### src/verilog/mon_pkg.sv
package mon_pkg;

    // ------------------------------------------------------------------
    // Register offsets on the register port.
    // ------------------------------------------------------------------
    localparam logic [7:0] ADDR_CONFIG   = 8'h40; // Monitor configuration.
    localparam logic [7:0] ADDR_STATUS1  = 8'h41; // First event status, clears on read.
    localparam logic [7:0] ADDR_STATUS2  = 8'h42; // Second event status, clears on read.
    localparam logic [7:0] ADDR_MMASK1   = 8'h43; // First management interrupt mask.
    localparam logic [7:0] ADDR_MMASK2   = 8'h44; // Second management interrupt mask.
    localparam logic [7:0] ADDR_HMASK1   = 8'h45; // First host interrupt mask.
    localparam logic [7:0] ADDR_HMASK2   = 8'h46; // Second host interrupt mask.

    // ------------------------------------------------------------------
    // Power-on values.
    // ------------------------------------------------------------------
    localparam logic [7:0] CONFIG_RESET  = 8'h08; // Stopped, interrupt clearing active.
    localparam logic [7:0] STATUS_RESET  = 8'h00; // No events latched.
    localparam logic [7:0] MMASK_RESET   = 8'h00; // Nothing masked.
    localparam logic [7:0] HMASK1_RESET  = 8'h00; // Nothing masked.
    localparam logic [7:0] HMASK2_RESET  = 8'h40; // External input event masked.
    localparam logic [7:0] READ_UNMAPPED = 8'h00; // Answer to an unmapped offset.

    // ------------------------------------------------------------------
    // Configuration field positions.
    // ------------------------------------------------------------------
    localparam int CFG_START       = 0; // Run monitoring.
    localparam int CFG_MGMT_EN     = 1; // Management interrupt output enable.
    localparam int CFG_HOST_EN     = 2; // Host interrupt output enable.
    localparam int CFG_INT_CLEAR   = 3; // Hold outputs off and halt monitoring.
    localparam int CFG_RESET_PULSE = 4; // Request a reset pulse, self clearing.
    localparam int CFG_NMI_SEL     = 5; // One: non-maskable flavour, zero: request.
    localparam int CFG_BYPASS      = 6; // Drive the bypass pin low.
    localparam int CFG_RESTORE     = 7; // Restore defaults, reads as zero.

    // ------------------------------------------------------------------
    // Other field positions.
    // ------------------------------------------------------------------
    localparam int MMASK2_RESET_EN = 7; // Allows the reset pulse.
    localparam logic [4:0] POST_LAST_ADDR = 5'h1f; // 32nd storage location.

    // ------------------------------------------------------------------
    // Timing.
    // ------------------------------------------------------------------
    localparam int CLK_FREQ_HZ       = 50_000_000; // Core clock rate.
    localparam int RESET_PULSE_MS    = 20;         // Least reset pulse width.
    localparam int RESET_PULSE_CYCLES =
        (CLK_FREQ_HZ / 1000 * RESET_PULSE_MS) < 1 ? 1 :
        (CLK_FREQ_HZ / 1000 * RESET_PULSE_MS);     // Exact, so no rounding needed.

endpackage : mon_pkg

### src/verilog/pulse_timer.sv
// ----------------------------------------------------------------------
// Down counter that holds busy for a fixed number of enabled cycles.
// ----------------------------------------------------------------------
module pulse_timer #(
    parameter int CYCLES = 1000000 // Pulse length in clock cycles.
) (
    input  wire logic clk,   // Core clock.
    input  wire logic rst_n, // Asynchronous reset, active low.
    input  wire logic ce,    // Clock enable, freezes the counter when low.
    input  wire logic start, // Begin a pulse; ignored while busy.
    input  wire logic abort, // Stop at once without a done pulse.
    output logic      busy,  // High for exactly CYCLES enabled cycles.
    output logic      done   // One-cycle pulse as busy falls.
);

    localparam int CW = $clog2(CYCLES + 1);               // Counter width.
    localparam logic [CW-1:0] LOAD = CW'(CYCLES);         // Load value.
    localparam logic [CW-1:0] ONE  = {{(CW-1){1'b0}}, 1'b1};

    logic [CW-1:0] count_reg; // Remaining cycles of the pulse.
    logic [CW-1:0] count_next;
    logic          done_reg;  // Registered end marker.
    logic          done_next;
    wire           last = (count_reg == ONE); // Final cycle of the pulse.

    // Next value: abort wins, then the running count, then a new start.
    always_comb begin
        count_next = count_reg;
        done_next  = 1'b0;
        if (abort) begin
            count_next = '0;
        end else if (count_reg != '0) begin
            count_next = count_reg - ONE;
            done_next  = last;
        end else if (start) begin
            count_next = LOAD;
        end
    end

    // Short state update, frozen by the clock enable.
    always_ff @(posedge clk or negedge rst_n) begin
        if (!rst_n) begin
            count_reg <= '0;
            done_reg  <= 1'b0;
        end else if (ce) begin
            count_reg <= count_next;
            done_reg  <= done_next;
        end
    end

    assign busy = (count_reg != '0);
    assign done = done_reg;

endmodule : pulse_timer

### src/verilog/monitor_config_and_interrupts.sv
// Contract
// RULE1: Start bit one runs monitoring, zero stands by.
// RULE2: Clearing start leaves asserted interrupt outputs asserted.
// RULE3: Management interrupt needs configuration bit 1.
// RULE4: Host interrupt needs configuration bit 2.
// RULE5: Bit 3 drops outputs, halts monitoring, keeps status.
// RULE6: Bit 4 gives 20 ms reset pulse if enabled.
// RULE7: Bit 5 picks non-maskable or request flavour.
// RULE8: Bit 6 drives bypass pin low.
// RULE9: Bit 7 restores defaults, then reads zero.
// RULE10: Configuration powers up as 08h.
// RULE11: Status and management masks power up 00h; status read-only.
// RULE12: Limit crossings set voltage and temperature bits.
// RULE13: Board thermal event sets first status bit 5.
// RULE14: Fan limit sets status bits for three fans.
// RULE15: Chassis intrusion rising sets second status bit 4.
// RULE16: 32nd storage write sets second status bit 5.
// RULE17: External input falling sets bit 6; bit 7 reserved.
// RULE18: Management mask bit blocks matching status bit.
// RULE19: Host masks at 45h, 46h; external event masked.
// RULE20: Outputs assert on enable, no clearing, unmasked event.
// RULE21: Status bits hold until read, read clears.
module monitor_config_and_interrupts
    import mon_pkg::*;
#(
    parameter int RESET_PULSE_LEN = mon_pkg::RESET_PULSE_CYCLES // Reset pulse cycles.
) (
    input  wire logic       clk,                        // Core clock, 50 MHz.
    input  wire logic       rst_n,                      // Power-on reset, active low.
    input  wire logic       ce,                         // Clock enable, freezes all state.
    input  wire logic [7:0] reg_addr,                   // Register offset.
    input  wire logic       reg_wr,                     // Write strobe, one cycle.
    input  wire logic [7:0] reg_wdata,                  // Write data.
    input  wire logic       reg_rd,                     // Read strobe, one cycle.
    output logic      [7:0] reg_rdata,                  // Read data, registered.
    output logic            reg_rvalid,                 // Read data valid pulse.
    input  wire logic [6:0] voltage_limit_event,        // Inputs a..e, negative a, b.
    input  wire logic       temp_limit_event,           // Temperature limit crossed.
    input  wire logic [2:0] tach_limit_event,           // Fan one, two, three over limit.
    input  wire logic       board_thermal_event_n,      // Board thermal input, low active.
    input  wire logic       chassis_intrusion,          // Chassis intrusion, high active.
    input  wire logic       external_mgmt_irq_input_n,  // Chained interrupt input.
    input  wire logic       post_write,                 // Storage buffer write pulse.
    input  wire logic [4:0] post_write_addr,            // Location being written.
    output logic            monitor_active,             // Monitoring is running.
    output logic            system_mgmt_irq_n,          // Management interrupt, low.
    output logic            host_nmi_n,                 // Non-maskable flavour, low.
    output logic            host_irq_n,                 // Request flavour, low.
    output logic            reset_out_n,                // Reset pulse pin, low.
    output logic            power_bypass_n              // Bypass pin, low active.
);

    // ------------------------------------------------------------------
    // Helper function.
    // ------------------------------------------------------------------

    // True when any status bit is set whose mask bit is zero.
    function automatic logic unmasked_pending(input logic [7:0] status,
                                              input logic [7:0] mask);
        unmasked_pending = |(status & ~mask);
    endfunction : unmasked_pending

    // ------------------------------------------------------------------
    // State declarations.
    // ------------------------------------------------------------------

    typedef enum logic [0:0] {
        PULSE_IDLE,   // No reset pulse in flight.
        PULSE_ACTIVE  // Timer is driving the reset pin.
    } pulse_state_t;

    logic [7:0]   config_reg;        // Monitor configuration.
    logic [7:0]   config_next;
    logic [7:0]   status1_reg;       // First event status.
    logic [7:0]   status1_next;
    logic [7:0]   status2_reg;       // Second event status.
    logic [7:0]   status2_next;
    logic [7:0]   mmask1_reg;        // First management mask.
    logic [7:0]   mmask2_reg;        // Second management mask.
    logic [7:0]   hmask1_reg;        // First host mask.
    logic [7:0]   hmask2_reg;        // Second host mask.
    pulse_state_t pulse_state_reg;   // Reset pulse sequencer.
    pulse_state_t pulse_state_next;
    logic         bti_prev_reg;      // Last board thermal level.
    logic         chassis_prev_reg;  // Last chassis intrusion level.
    logic         ext_prev_reg;      // Last external input level.
    logic [7:0]   rdata_reg;         // Read answer.
    logic         rvalid_reg;        // Read answer valid.
    logic         active_reg;        // Registered monitoring flag.
    logic         mgmt_n_reg;        // Registered management output.
    logic         nmi_n_reg;         // Registered non-maskable output.
    logic         irq_n_reg;         // Registered request output.
    logic         reset_n_reg;       // Registered reset pin.
    logic         bypass_n_reg;      // Registered bypass pin.
    logic         timer_busy;        // Reset timer running.
    logic         timer_done;        // Reset timer finished.

    // ------------------------------------------------------------------
    // Register port decode.
    // ------------------------------------------------------------------

    wire wr_cfg    = reg_wr && (reg_addr == ADDR_CONFIG);
    wire wr_mmask1 = reg_wr && (reg_addr == ADDR_MMASK1);
    wire wr_mmask2 = reg_wr && (reg_addr == ADDR_MMASK2);
    wire wr_hmask1 = reg_wr && (reg_addr == ADDR_HMASK1);
    wire wr_hmask2 = reg_wr && (reg_addr == ADDR_HMASK2);
    wire rd_stat1  = reg_rd && (reg_addr == ADDR_STATUS1);
    wire rd_stat2  = reg_rd && (reg_addr == ADDR_STATUS2);

    // A write with the restore bit acts as a soft reset of the configuration, status and mask
    // registers and the pulse sequencer; the serial bus address lives elsewhere and is untouched.
    wire restore = wr_cfg && reg_wdata[CFG_RESTORE]; // [RULE9]

    // Read multiplexer; unmapped offsets answer zero.
    wire [7:0] rd_mux =
        (reg_addr == ADDR_CONFIG)  ? config_reg  :
        (reg_addr == ADDR_STATUS1) ? status1_reg :
        (reg_addr == ADDR_STATUS2) ? status2_reg :
        (reg_addr == ADDR_MMASK1)  ? mmask1_reg  :
        (reg_addr == ADDR_MMASK2)  ? mmask2_reg  :
        (reg_addr == ADDR_HMASK1)  ? hmask1_reg  :
        (reg_addr == ADDR_HMASK2)  ? hmask2_reg  : READ_UNMAPPED;

    // ------------------------------------------------------------------
    // Monitoring and event capture.
    // ------------------------------------------------------------------

    // Comparator results only count while monitoring runs; clearing the
    // interrupt bit halts monitoring as well as the start bit does.
    wire monitor_on = config_reg[CFG_START] && !config_reg[CFG_INT_CLEAR]; // [RULE1] [RULE5]

    wire [6:0] volt_set = voltage_limit_event & {7{monitor_on}}; // [RULE12]
    wire       temp_set = temp_limit_event && monitor_on;        // [RULE12]
    wire [2:0] tach_set = tach_limit_event & {3{monitor_on}};    // [RULE14]

    // The three pin events are edge detected so a held level latches once; the storage write is taken as a level.
    wire bti_set     = bti_prev_reg && !board_thermal_event_n;           // [RULE13]
    wire chassis_set = !chassis_prev_reg && chassis_intrusion;           // [RULE15]
    wire post_set    = post_write && (post_write_addr == POST_LAST_ADDR); // [RULE16]
    wire ext_set     = ext_prev_reg && !external_mgmt_irq_input_n;       // [RULE17]

    // Bit layout of the two status registers; bit 7 of the second is
    // reserved and can never set.
    wire [7:0] set1 = {tach_set[1:0], bti_set, temp_set, volt_set[3:0]};     // [RULE12] [RULE14]
    wire [7:0] set2 = {1'b0, ext_set, post_set, chassis_set, tach_set[2],
                       volt_set[6:4]};                                    // [RULE17]

    // Status holds until read; a new event in the read cycle survives,
    // so the set term wins over the read clear.
    always_comb begin
        status1_next = status1_reg;
        status2_next = status2_reg;
        if (restore) begin
            status1_next = STATUS_RESET; // [RULE9]
            status2_next = STATUS_RESET;
        end else begin
            status1_next = (rd_stat1 ? STATUS_RESET : status1_reg) | set1; // [RULE21]
            status2_next = (rd_stat2 ? STATUS_RESET : status2_reg) | set2; // [RULE21]
        end
    end

    // ------------------------------------------------------------------
    // Reset pulse sequencing.
    // ------------------------------------------------------------------

    wire reset_en    = mmask2_reg[MMASK2_RESET_EN];
    wire pulse_req   = config_reg[CFG_RESET_PULSE];
    wire pulse_start = (pulse_state_reg == PULSE_IDLE) && pulse_req && reset_en; // [RULE6]

    // A request without the enable would otherwise stick forever, so it
    // is dropped at once; a finished pulse also clears the request.
    wire pulse_clear = timer_done ||
                       ((pulse_state_reg == PULSE_IDLE) && pulse_req && !reset_en); // [RULE6]

    // Sequencer: idle until a permitted request, active until done.
    always_comb begin
        pulse_state_next = pulse_state_reg;
        case (pulse_state_reg)
            PULSE_IDLE: begin
                if (pulse_start) begin
                    pulse_state_next = PULSE_ACTIVE;
                end
            end
            PULSE_ACTIVE: begin
                if (timer_done) begin
                    pulse_state_next = PULSE_IDLE;
                end
            end
            default: begin
                pulse_state_next = PULSE_IDLE;
            end
        endcase
        if (restore) begin
            pulse_state_next = PULSE_IDLE;
        end
    end

    // Long timer; the length is a parameter so a bench can shorten it.
    pulse_timer #(
        .CYCLES (RESET_PULSE_LEN)
    ) u_reset_timer (
        .clk   (clk),
        .rst_n (rst_n),
        .ce    (ce),
        .start (pulse_start),
        .abort (restore),
        .busy  (timer_busy),
        .done  (timer_done)
    );

    // ------------------------------------------------------------------
    // Configuration next value.
    // ------------------------------------------------------------------

    // The pulse bit is owned by hardware once set: a host write of zero
    // cannot cut a pulse short, and a write of one wins over a clear.
    always_comb begin
        config_next = config_reg;
        if (restore) begin
            config_next = CONFIG_RESET; // [RULE9]
        end else begin
            if (wr_cfg) begin
                config_next = reg_wdata;
            end
            config_next[CFG_RESET_PULSE] = (pulse_req && !pulse_clear) ||
                                           (wr_cfg && reg_wdata[CFG_RESET_PULSE]); // [RULE6]
            config_next[CFG_RESTORE] = 1'b0; // [RULE9]
        end
    end

    // ------------------------------------------------------------------
    // Interrupt output terms.
    // ------------------------------------------------------------------

    // The start bit takes no part here, so stopping monitoring leaves an
    // asserted output asserted until status is read or clearing is set.
    wire int_clear  = config_reg[CFG_INT_CLEAR]; // [RULE2]
    wire mgmt_cond  = config_reg[CFG_MGMT_EN] && !int_clear &&
                      (unmasked_pending(status1_reg, mmask1_reg) ||
                       unmasked_pending(status2_reg, mmask2_reg)); // [RULE3] [RULE18] [RULE20]
    wire host_cond  = config_reg[CFG_HOST_EN] && !int_clear &&
                      (unmasked_pending(status1_reg, hmask1_reg) ||
                       unmasked_pending(status2_reg, hmask2_reg)); // [RULE4] [RULE19] [RULE20]
    wire nmi_select = config_reg[CFG_NMI_SEL];

    // ------------------------------------------------------------------
    // Register state.
    // ------------------------------------------------------------------

    // Configuration and status; defaults match the power-on values.
    always_ff @(posedge clk or negedge rst_n) begin
        if (!rst_n) begin
            config_reg  <= CONFIG_RESET; // [RULE10]
            status1_reg <= STATUS_RESET; // [RULE11]
            status2_reg <= STATUS_RESET; // [RULE11]
        end else if (ce) begin
            config_reg  <= config_next;
            status1_reg <= status1_next;
            status2_reg <= status2_next;
        end
    end

    // Mask registers; restore returns them to their defaults.
    always_ff @(posedge clk or negedge rst_n) begin
        if (!rst_n) begin
            mmask1_reg <= MMASK_RESET;  // [RULE11]
            mmask2_reg <= MMASK_RESET;  // [RULE11]
            hmask1_reg <= HMASK1_RESET; // [RULE19]
            hmask2_reg <= HMASK2_RESET; // [RULE19]
        end else if (ce) begin
            mmask1_reg <= restore ? MMASK_RESET  : (wr_mmask1 ? reg_wdata : mmask1_reg);
            mmask2_reg <= restore ? MMASK_RESET  : (wr_mmask2 ? reg_wdata : mmask2_reg);
            hmask1_reg <= restore ? HMASK1_RESET : (wr_hmask1 ? reg_wdata : hmask1_reg);
            hmask2_reg <= restore ? HMASK2_RESET : (wr_hmask2 ? reg_wdata : hmask2_reg);
        end
    end

    // Pin history for edge detection, reset to the idle levels.
    always_ff @(posedge clk or negedge rst_n) begin
        if (!rst_n) begin
            bti_prev_reg     <= 1'b1;
            chassis_prev_reg <= 1'b0;
            ext_prev_reg     <= 1'b1;
        end else if (ce) begin
            bti_prev_reg     <= board_thermal_event_n;
            chassis_prev_reg <= chassis_intrusion;
            ext_prev_reg     <= external_mgmt_irq_input_n;
        end
    end

    // Reset pulse sequencer state.
    always_ff @(posedge clk or negedge rst_n) begin
        if (!rst_n) begin
            pulse_state_reg <= PULSE_IDLE;
        end else if (ce) begin
            pulse_state_reg <= pulse_state_next;
        end
    end

    // Read answer, one cycle after the strobe.
    always_ff @(posedge clk or negedge rst_n) begin
        if (!rst_n) begin
            rdata_reg  <= READ_UNMAPPED;
            rvalid_reg <= 1'b0;
        end else if (ce) begin
            rdata_reg  <= reg_rd ? rd_mux : rdata_reg;
            rvalid_reg <= reg_rd;
        end
    end

    // Pin outputs; each one leaves a flip-flop, costing one cycle of lag.
    always_ff @(posedge clk or negedge rst_n) begin
        if (!rst_n) begin
            active_reg   <= 1'b0;
            mgmt_n_reg   <= 1'b1;
            nmi_n_reg    <= 1'b1;
            irq_n_reg    <= 1'b1;
            reset_n_reg  <= 1'b1;
            bypass_n_reg <= 1'b1;
        end else if (ce) begin
            active_reg   <= monitor_on;                   // [RULE1]
            mgmt_n_reg   <= !mgmt_cond;                   // [RULE20]
            nmi_n_reg    <= !(host_cond && nmi_select);   // [RULE7]
            irq_n_reg    <= !(host_cond && !nmi_select);  // [RULE7]
            reset_n_reg  <= !timer_busy;                  // [RULE6]
            bypass_n_reg <= !config_reg[CFG_BYPASS];      // [RULE8]
        end
    end

    // ------------------------------------------------------------------
    // Output connections.
    // ------------------------------------------------------------------

    assign reg_rdata         = rdata_reg;
    assign reg_rvalid        = rvalid_reg;
    assign monitor_active    = active_reg;
    assign system_mgmt_irq_n = mgmt_n_reg;
    assign host_nmi_n        = nmi_n_reg;
    assign host_irq_n        = irq_n_reg;
    assign reset_out_n       = reset_n_reg;
    assign power_bypass_n    = bypass_n_reg;

endmodule : monitor_config_and_interrupts

### config.mk
export PLATFORM = sky130hd
export DESIGN_NAME = monitor_config_and_interrupts
export DESIGN_NICKNAME = d
export VERILOG_FILES = /design/src/verilog/mon_pkg.sv /design/src/verilog/pulse_timer.sv /design/src/verilog/monitor_config_and_interrupts.sv
export SDC_FILE = /design/constraint.sdc
export NUM_CORES = 1
export LEC_CHECK = 0
export ABC_CLOCK_PERIOD_IN_PS = 2100
export BUFFER_PORTS_ARGS = -buffer_cell sky130_fd_sc_hd__buf_2
export CORE_MARGIN = 10
export CORE_UTILIZATION = 50
export CTS_CLUSTER_SIZE = 25
export DETAILED_ROUTE_END_ITERATION = 10
export PLACE_DENSITY = 0.7
export SLEW_MARGIN = 20
export SYNTH_ARGS = -nofsm -noshare
export SYNTH_HDL_FRONTEND = slang
export SYNTH_SLANG_ARGS = --single-unit
### constraint.sdc
create_clock -name clk -period 2.1 [get_ports clk]
set_clock_uncertainty 0.2 [all_clocks]
set_input_delay 0.21 -clock clk [delete_from_list [all_inputs] [get_ports clk]]
set_output_delay 0.21 -clock clk [all_outputs]
set_load 0.02 [all_outputs]
==> reports/metrics.sh <==
SYNTH_TOP_AREA_CELL='dfrtp_1'
WORST-ENDPOINT-REQUIRED_NS=2.18
PATH_CLASS='reg -> reg'
INSERTION_DELAY_NS=0.39
LARGEST_REG_FLOPS=20
FP-ROW-COUNT=36
PWR_DENS_nW_PER_UM2=848
FIRST_ITER_VIOLATIONS=400
IRDROPWORSTVDD_uV=583
POST_SYNTH_ARST_SHARE_PCT=100
REG2REG_DEPTH=6
SYNTH_EDF_COUNT=0
ANTENNA_LEFT=0
INITIAL_ANTENNA_VIOLATION_COUNT=0
AVG_INST_SIZE_SYNTH_UM2=10.2
LAYOUT_COMMONEST_CELL='dfrtp_1'
YOSYSTOPAREACELLSHARE_PCT=42.3
LAYOUT-AREA-OVERHEAD-VS-SYNTH_PCT=35.6
DP_CELLS=736
CRITICAL_PATH.STARTPOINT='u_reset_timer.count_reg[1]'
PIN_COUNT=56
CP-END-KIND='flip-flop'
TRITONCTS.NUM_BUFFERS=9
DETAIL_ROUTE.DRC_VIOLATIONS=0
CORE_REGION_AREA_UM2=9770
DIE_H_UM=120
VIAS=4776
FIN_AREA_UM2=6830
TIMING.MAX_SLEW.REL_SLACK_PCT=50.2
CRITICAL_PATH.REG2REG.ENDPOINT='u_reset_timer.count_reg[19]'
WORST_SLACK_NS=-0.0929
CLK_ROOT_BUFFER_CELL='clkbuf_8'
POWER.SWITCHING_FRACTION_PCT=34.2
DIEWIDTH_UM=120
POWER.LEAKAGE_uW=0.00318
DRT_FIRST_PASS_ITERS=8
DRT-VIAS-PER-INSTANCE=6.08
NUMBER_OF_GLOBAL_ROUTE_VIAS_BEFORE_REPAIR=4893
TIMING.FINAL.CRIT_SHARE_PCT=104
PLACED_INST_AREA_UM2=6120
DPL_WORST_SLACK_NS=-0.344
HTREE_LEVELS=3
ROUTED_WIRELENGTH_UM=16500
RUN_STATUS='finished, violations left'
FINALCOREUTILIZATION_PCT=69.9
WORSTMARGINPINSLEW_NS=0.744
SYNTHCELLS=492
GRT_MAX_DEGREE=47
TIMING.SETUP.TNS_NS=-0.335
START_UTIL_PCT=51.5
NETSWITCHINGPOWER_uW=1980
GRT_PASS1_WL_UM=25900
CTS.SINKS=94
GR-USAGE-ALL-LAYERS_PCT=22.6
FINAL_GP_CONGESTION=0.946
PROPORTION_OF_LAYOUT_CELLS_WITH_A_DRIVE_SUFFIX_ABOVE_1_PCT=40.6
SYNTH.AREA.TOP_CELLS='dfrtp_1, mux2_2, dfstp_2'
CRITICAL_PATH.MAX_FANOUT=4
SYNTH_CELL_TYPE_COUNT=65
SYNTH-MAIN-FF-CELL='dfrtp_1'
PROPORTION_OF_POWER_DRAWN_BY_COMBINATIONAL_GATES_PCT=36.6
FF2FF_SETUP_SLACK_NS=-0.09
FLOORPLAN.DIE_AREA_UM2=14500
YS_SEQ_ELEMENTS=94
TRITONCTS='built'
LAYOUT.NETS=691
FINAL_MAX_TRAN_VIOLS=0
MAPPEDNETLISTAREA_UM2=5030
GLOBALROUTE.TOTALOVERFLOW=0
PORT_BUFFERS=55
INTPOWER_uW=3810
N_ANTENNA_CELL=0
STDCELL_COUNT=785
CRIT_PATH_START_KIND='flip-flop'
VIOLATIONS='negative setup slack'
TIMING.HOLD.WORST.CLASS='in -> async'
WORST_SETUP_HOLD_PATH_CLK_SLEW_NS=0.09
DETAILEDPLACEMENTHPWL_UM=11900
POSTSYNTHNETCOUNT=536
WORST-ENDPOINT-ARRIVAL_NS=2.27
FINALSETUPVIOLATIONS=9
SYNTH-SEQ-AREA-SHARE_PCT=47.0
YOSYSWARNINGCOUNT=0
MAX_FREQ_MHz=456
WIRE_PER_INST_UM=21.0
LAYOUT_MIN_CYCLE_TIME_NS=2.19
GRT_SETUP_UNREPAIRED='true'
CLOCK_SHARE_OF_POWER_PCT=23.6
MAX_CAP_VIOLATIONS=0
PWR-SHARE-SEQ_PCT=39.8
HOLD_VIOL=0
LAYOUT_COMMON_CELLS='dfrtp_1, buf_4, buf_2'
WORSTREG2REGSTART='u_reset_timer.count_reg[1]'
CLOCK_TREE.BUFFER_DEPTH=2
critical path, stage by stage, from the launching register on:
cell and delay, ns:
dfrtp_1 0.42, buf_6 0.13, or4_4 0.56, nor3_4 0.19
nand2_2 0.11, o211a_1 0.22, a221o_1 0.26
synth_stat cells, types with 3 or more instances:
| cell | number |
|---|---|
| mux2_2 | 33 |
| buf_2 | 3 |
| nand3_1 | 8 |
| o22ai_1 | 12 |
| o21ai_0 | 24 |
| or4_1 | 8 |
| or3_1 | 5 |
| ha_1 | 3 |
| a221o_1 | 11 |
| a211oi_1 | 3 |
| a221oi_1 | 4 |
| nor4_1 | 11 |
| nand2_1 | 35 |
| mux2i_1 | 3 |
| dfrtp_1 | 85 |
| dfstp_2 | 9 |
| a22o_1 | 16 |
| and4_1 | 4 |
| o31ai_1 | 12 |
| nand4_1 | 4 |
| nor3_1 | 9 |
| a21o_1 | 4 |
| mux2_1 | 5 |
| a21oi_1 | 33 |
| clkbuf_1 | 21 |
| inv_1 | 31 |
| nor2b_1 | 12 |
| nor2_1 | 25 |
| a32o_1 | 5 |
| mux2_4 | 7 |
worst max-delay path by stage:
stage,end,slack (ns)
floorplan,mmask1_reg[7],-0.16
global placement,mmask1_reg[7],-0.25
detailed placement,u_reset_timer.count_reg[3],-0.34
CTS,u_reset_timer.count_reg[19],-0.07
global route,u_reset_timer.count_reg[19],-0.14
finish,u_reset_timer.count_reg[19],-0.09
routing by layer:
layer | wire length [um] | global-route usage, % | share of wire, % | vias to the layer above
li1 | - | - | - | 2154
met1 | 6950 | 28.3 | 42 | 2335
met2 | 7650 | 35.4 | 46 | 244
met3 | 1420 | 7.07 | 8.6 | 43
met4 | 474 | 10.2 | 2.9 | 0
met5 | 0 | 0 | 0 | -
timing repair:
action                                  CTS  global route
buffers inserted                          7             6
endpoints found under the setup margin   18            18
gates resized for setup                  24            20
pin swaps                                11            16
hold endpoints to repair                106             0
hold buffers                             22             0
power by group through the flow:
stage	sequential [uW]	clock (uW)	combinational [uW]
6_report	2300	1370	2120
3_3_place_gp	2300	0	1640
5_1_grt	2330	1480	2270
4_1_cts	2290	1390	1910
3_5_place_dp	2310	0	1700
2_1_floorplan	2350	0	835
stage by stage:
step	hold WS [ns]	total power, uW
after floorplan	-0.286	3180
after global placement	-0.0873	3940
after detailed placement	-0.0840	4010
after CTS	0.0323	5580
after global routing	0.0399	6070
final	0.0329	5790
cells by family after synthesis:
logic type / after synthesis / synth area share [%]
AOI/OAI and AO/OA: 144 / 20.2
xor gates and xnor gates: 1 / 0.174
adders and majority gates: 3 / 0.746
buffers and inverters: 60 / 5.00
DFF: 94 / 47.0
muxes: 48 / 11.2
and+or+nand+nor: 142 / 15.7
cell type report:
class / instances / area (um2)
clock inverter: 6 / 91.3
inverter: 31 / 116
fill: 728 / 2950
timing repair buffer: 173 / 1320
multi-input combinational: 338 / 2640
sequential: 94 / 2360
clock buffer: 10 / 128
tap: 133 / 166
Note: power is estimated with default switching activity, not from simulation.
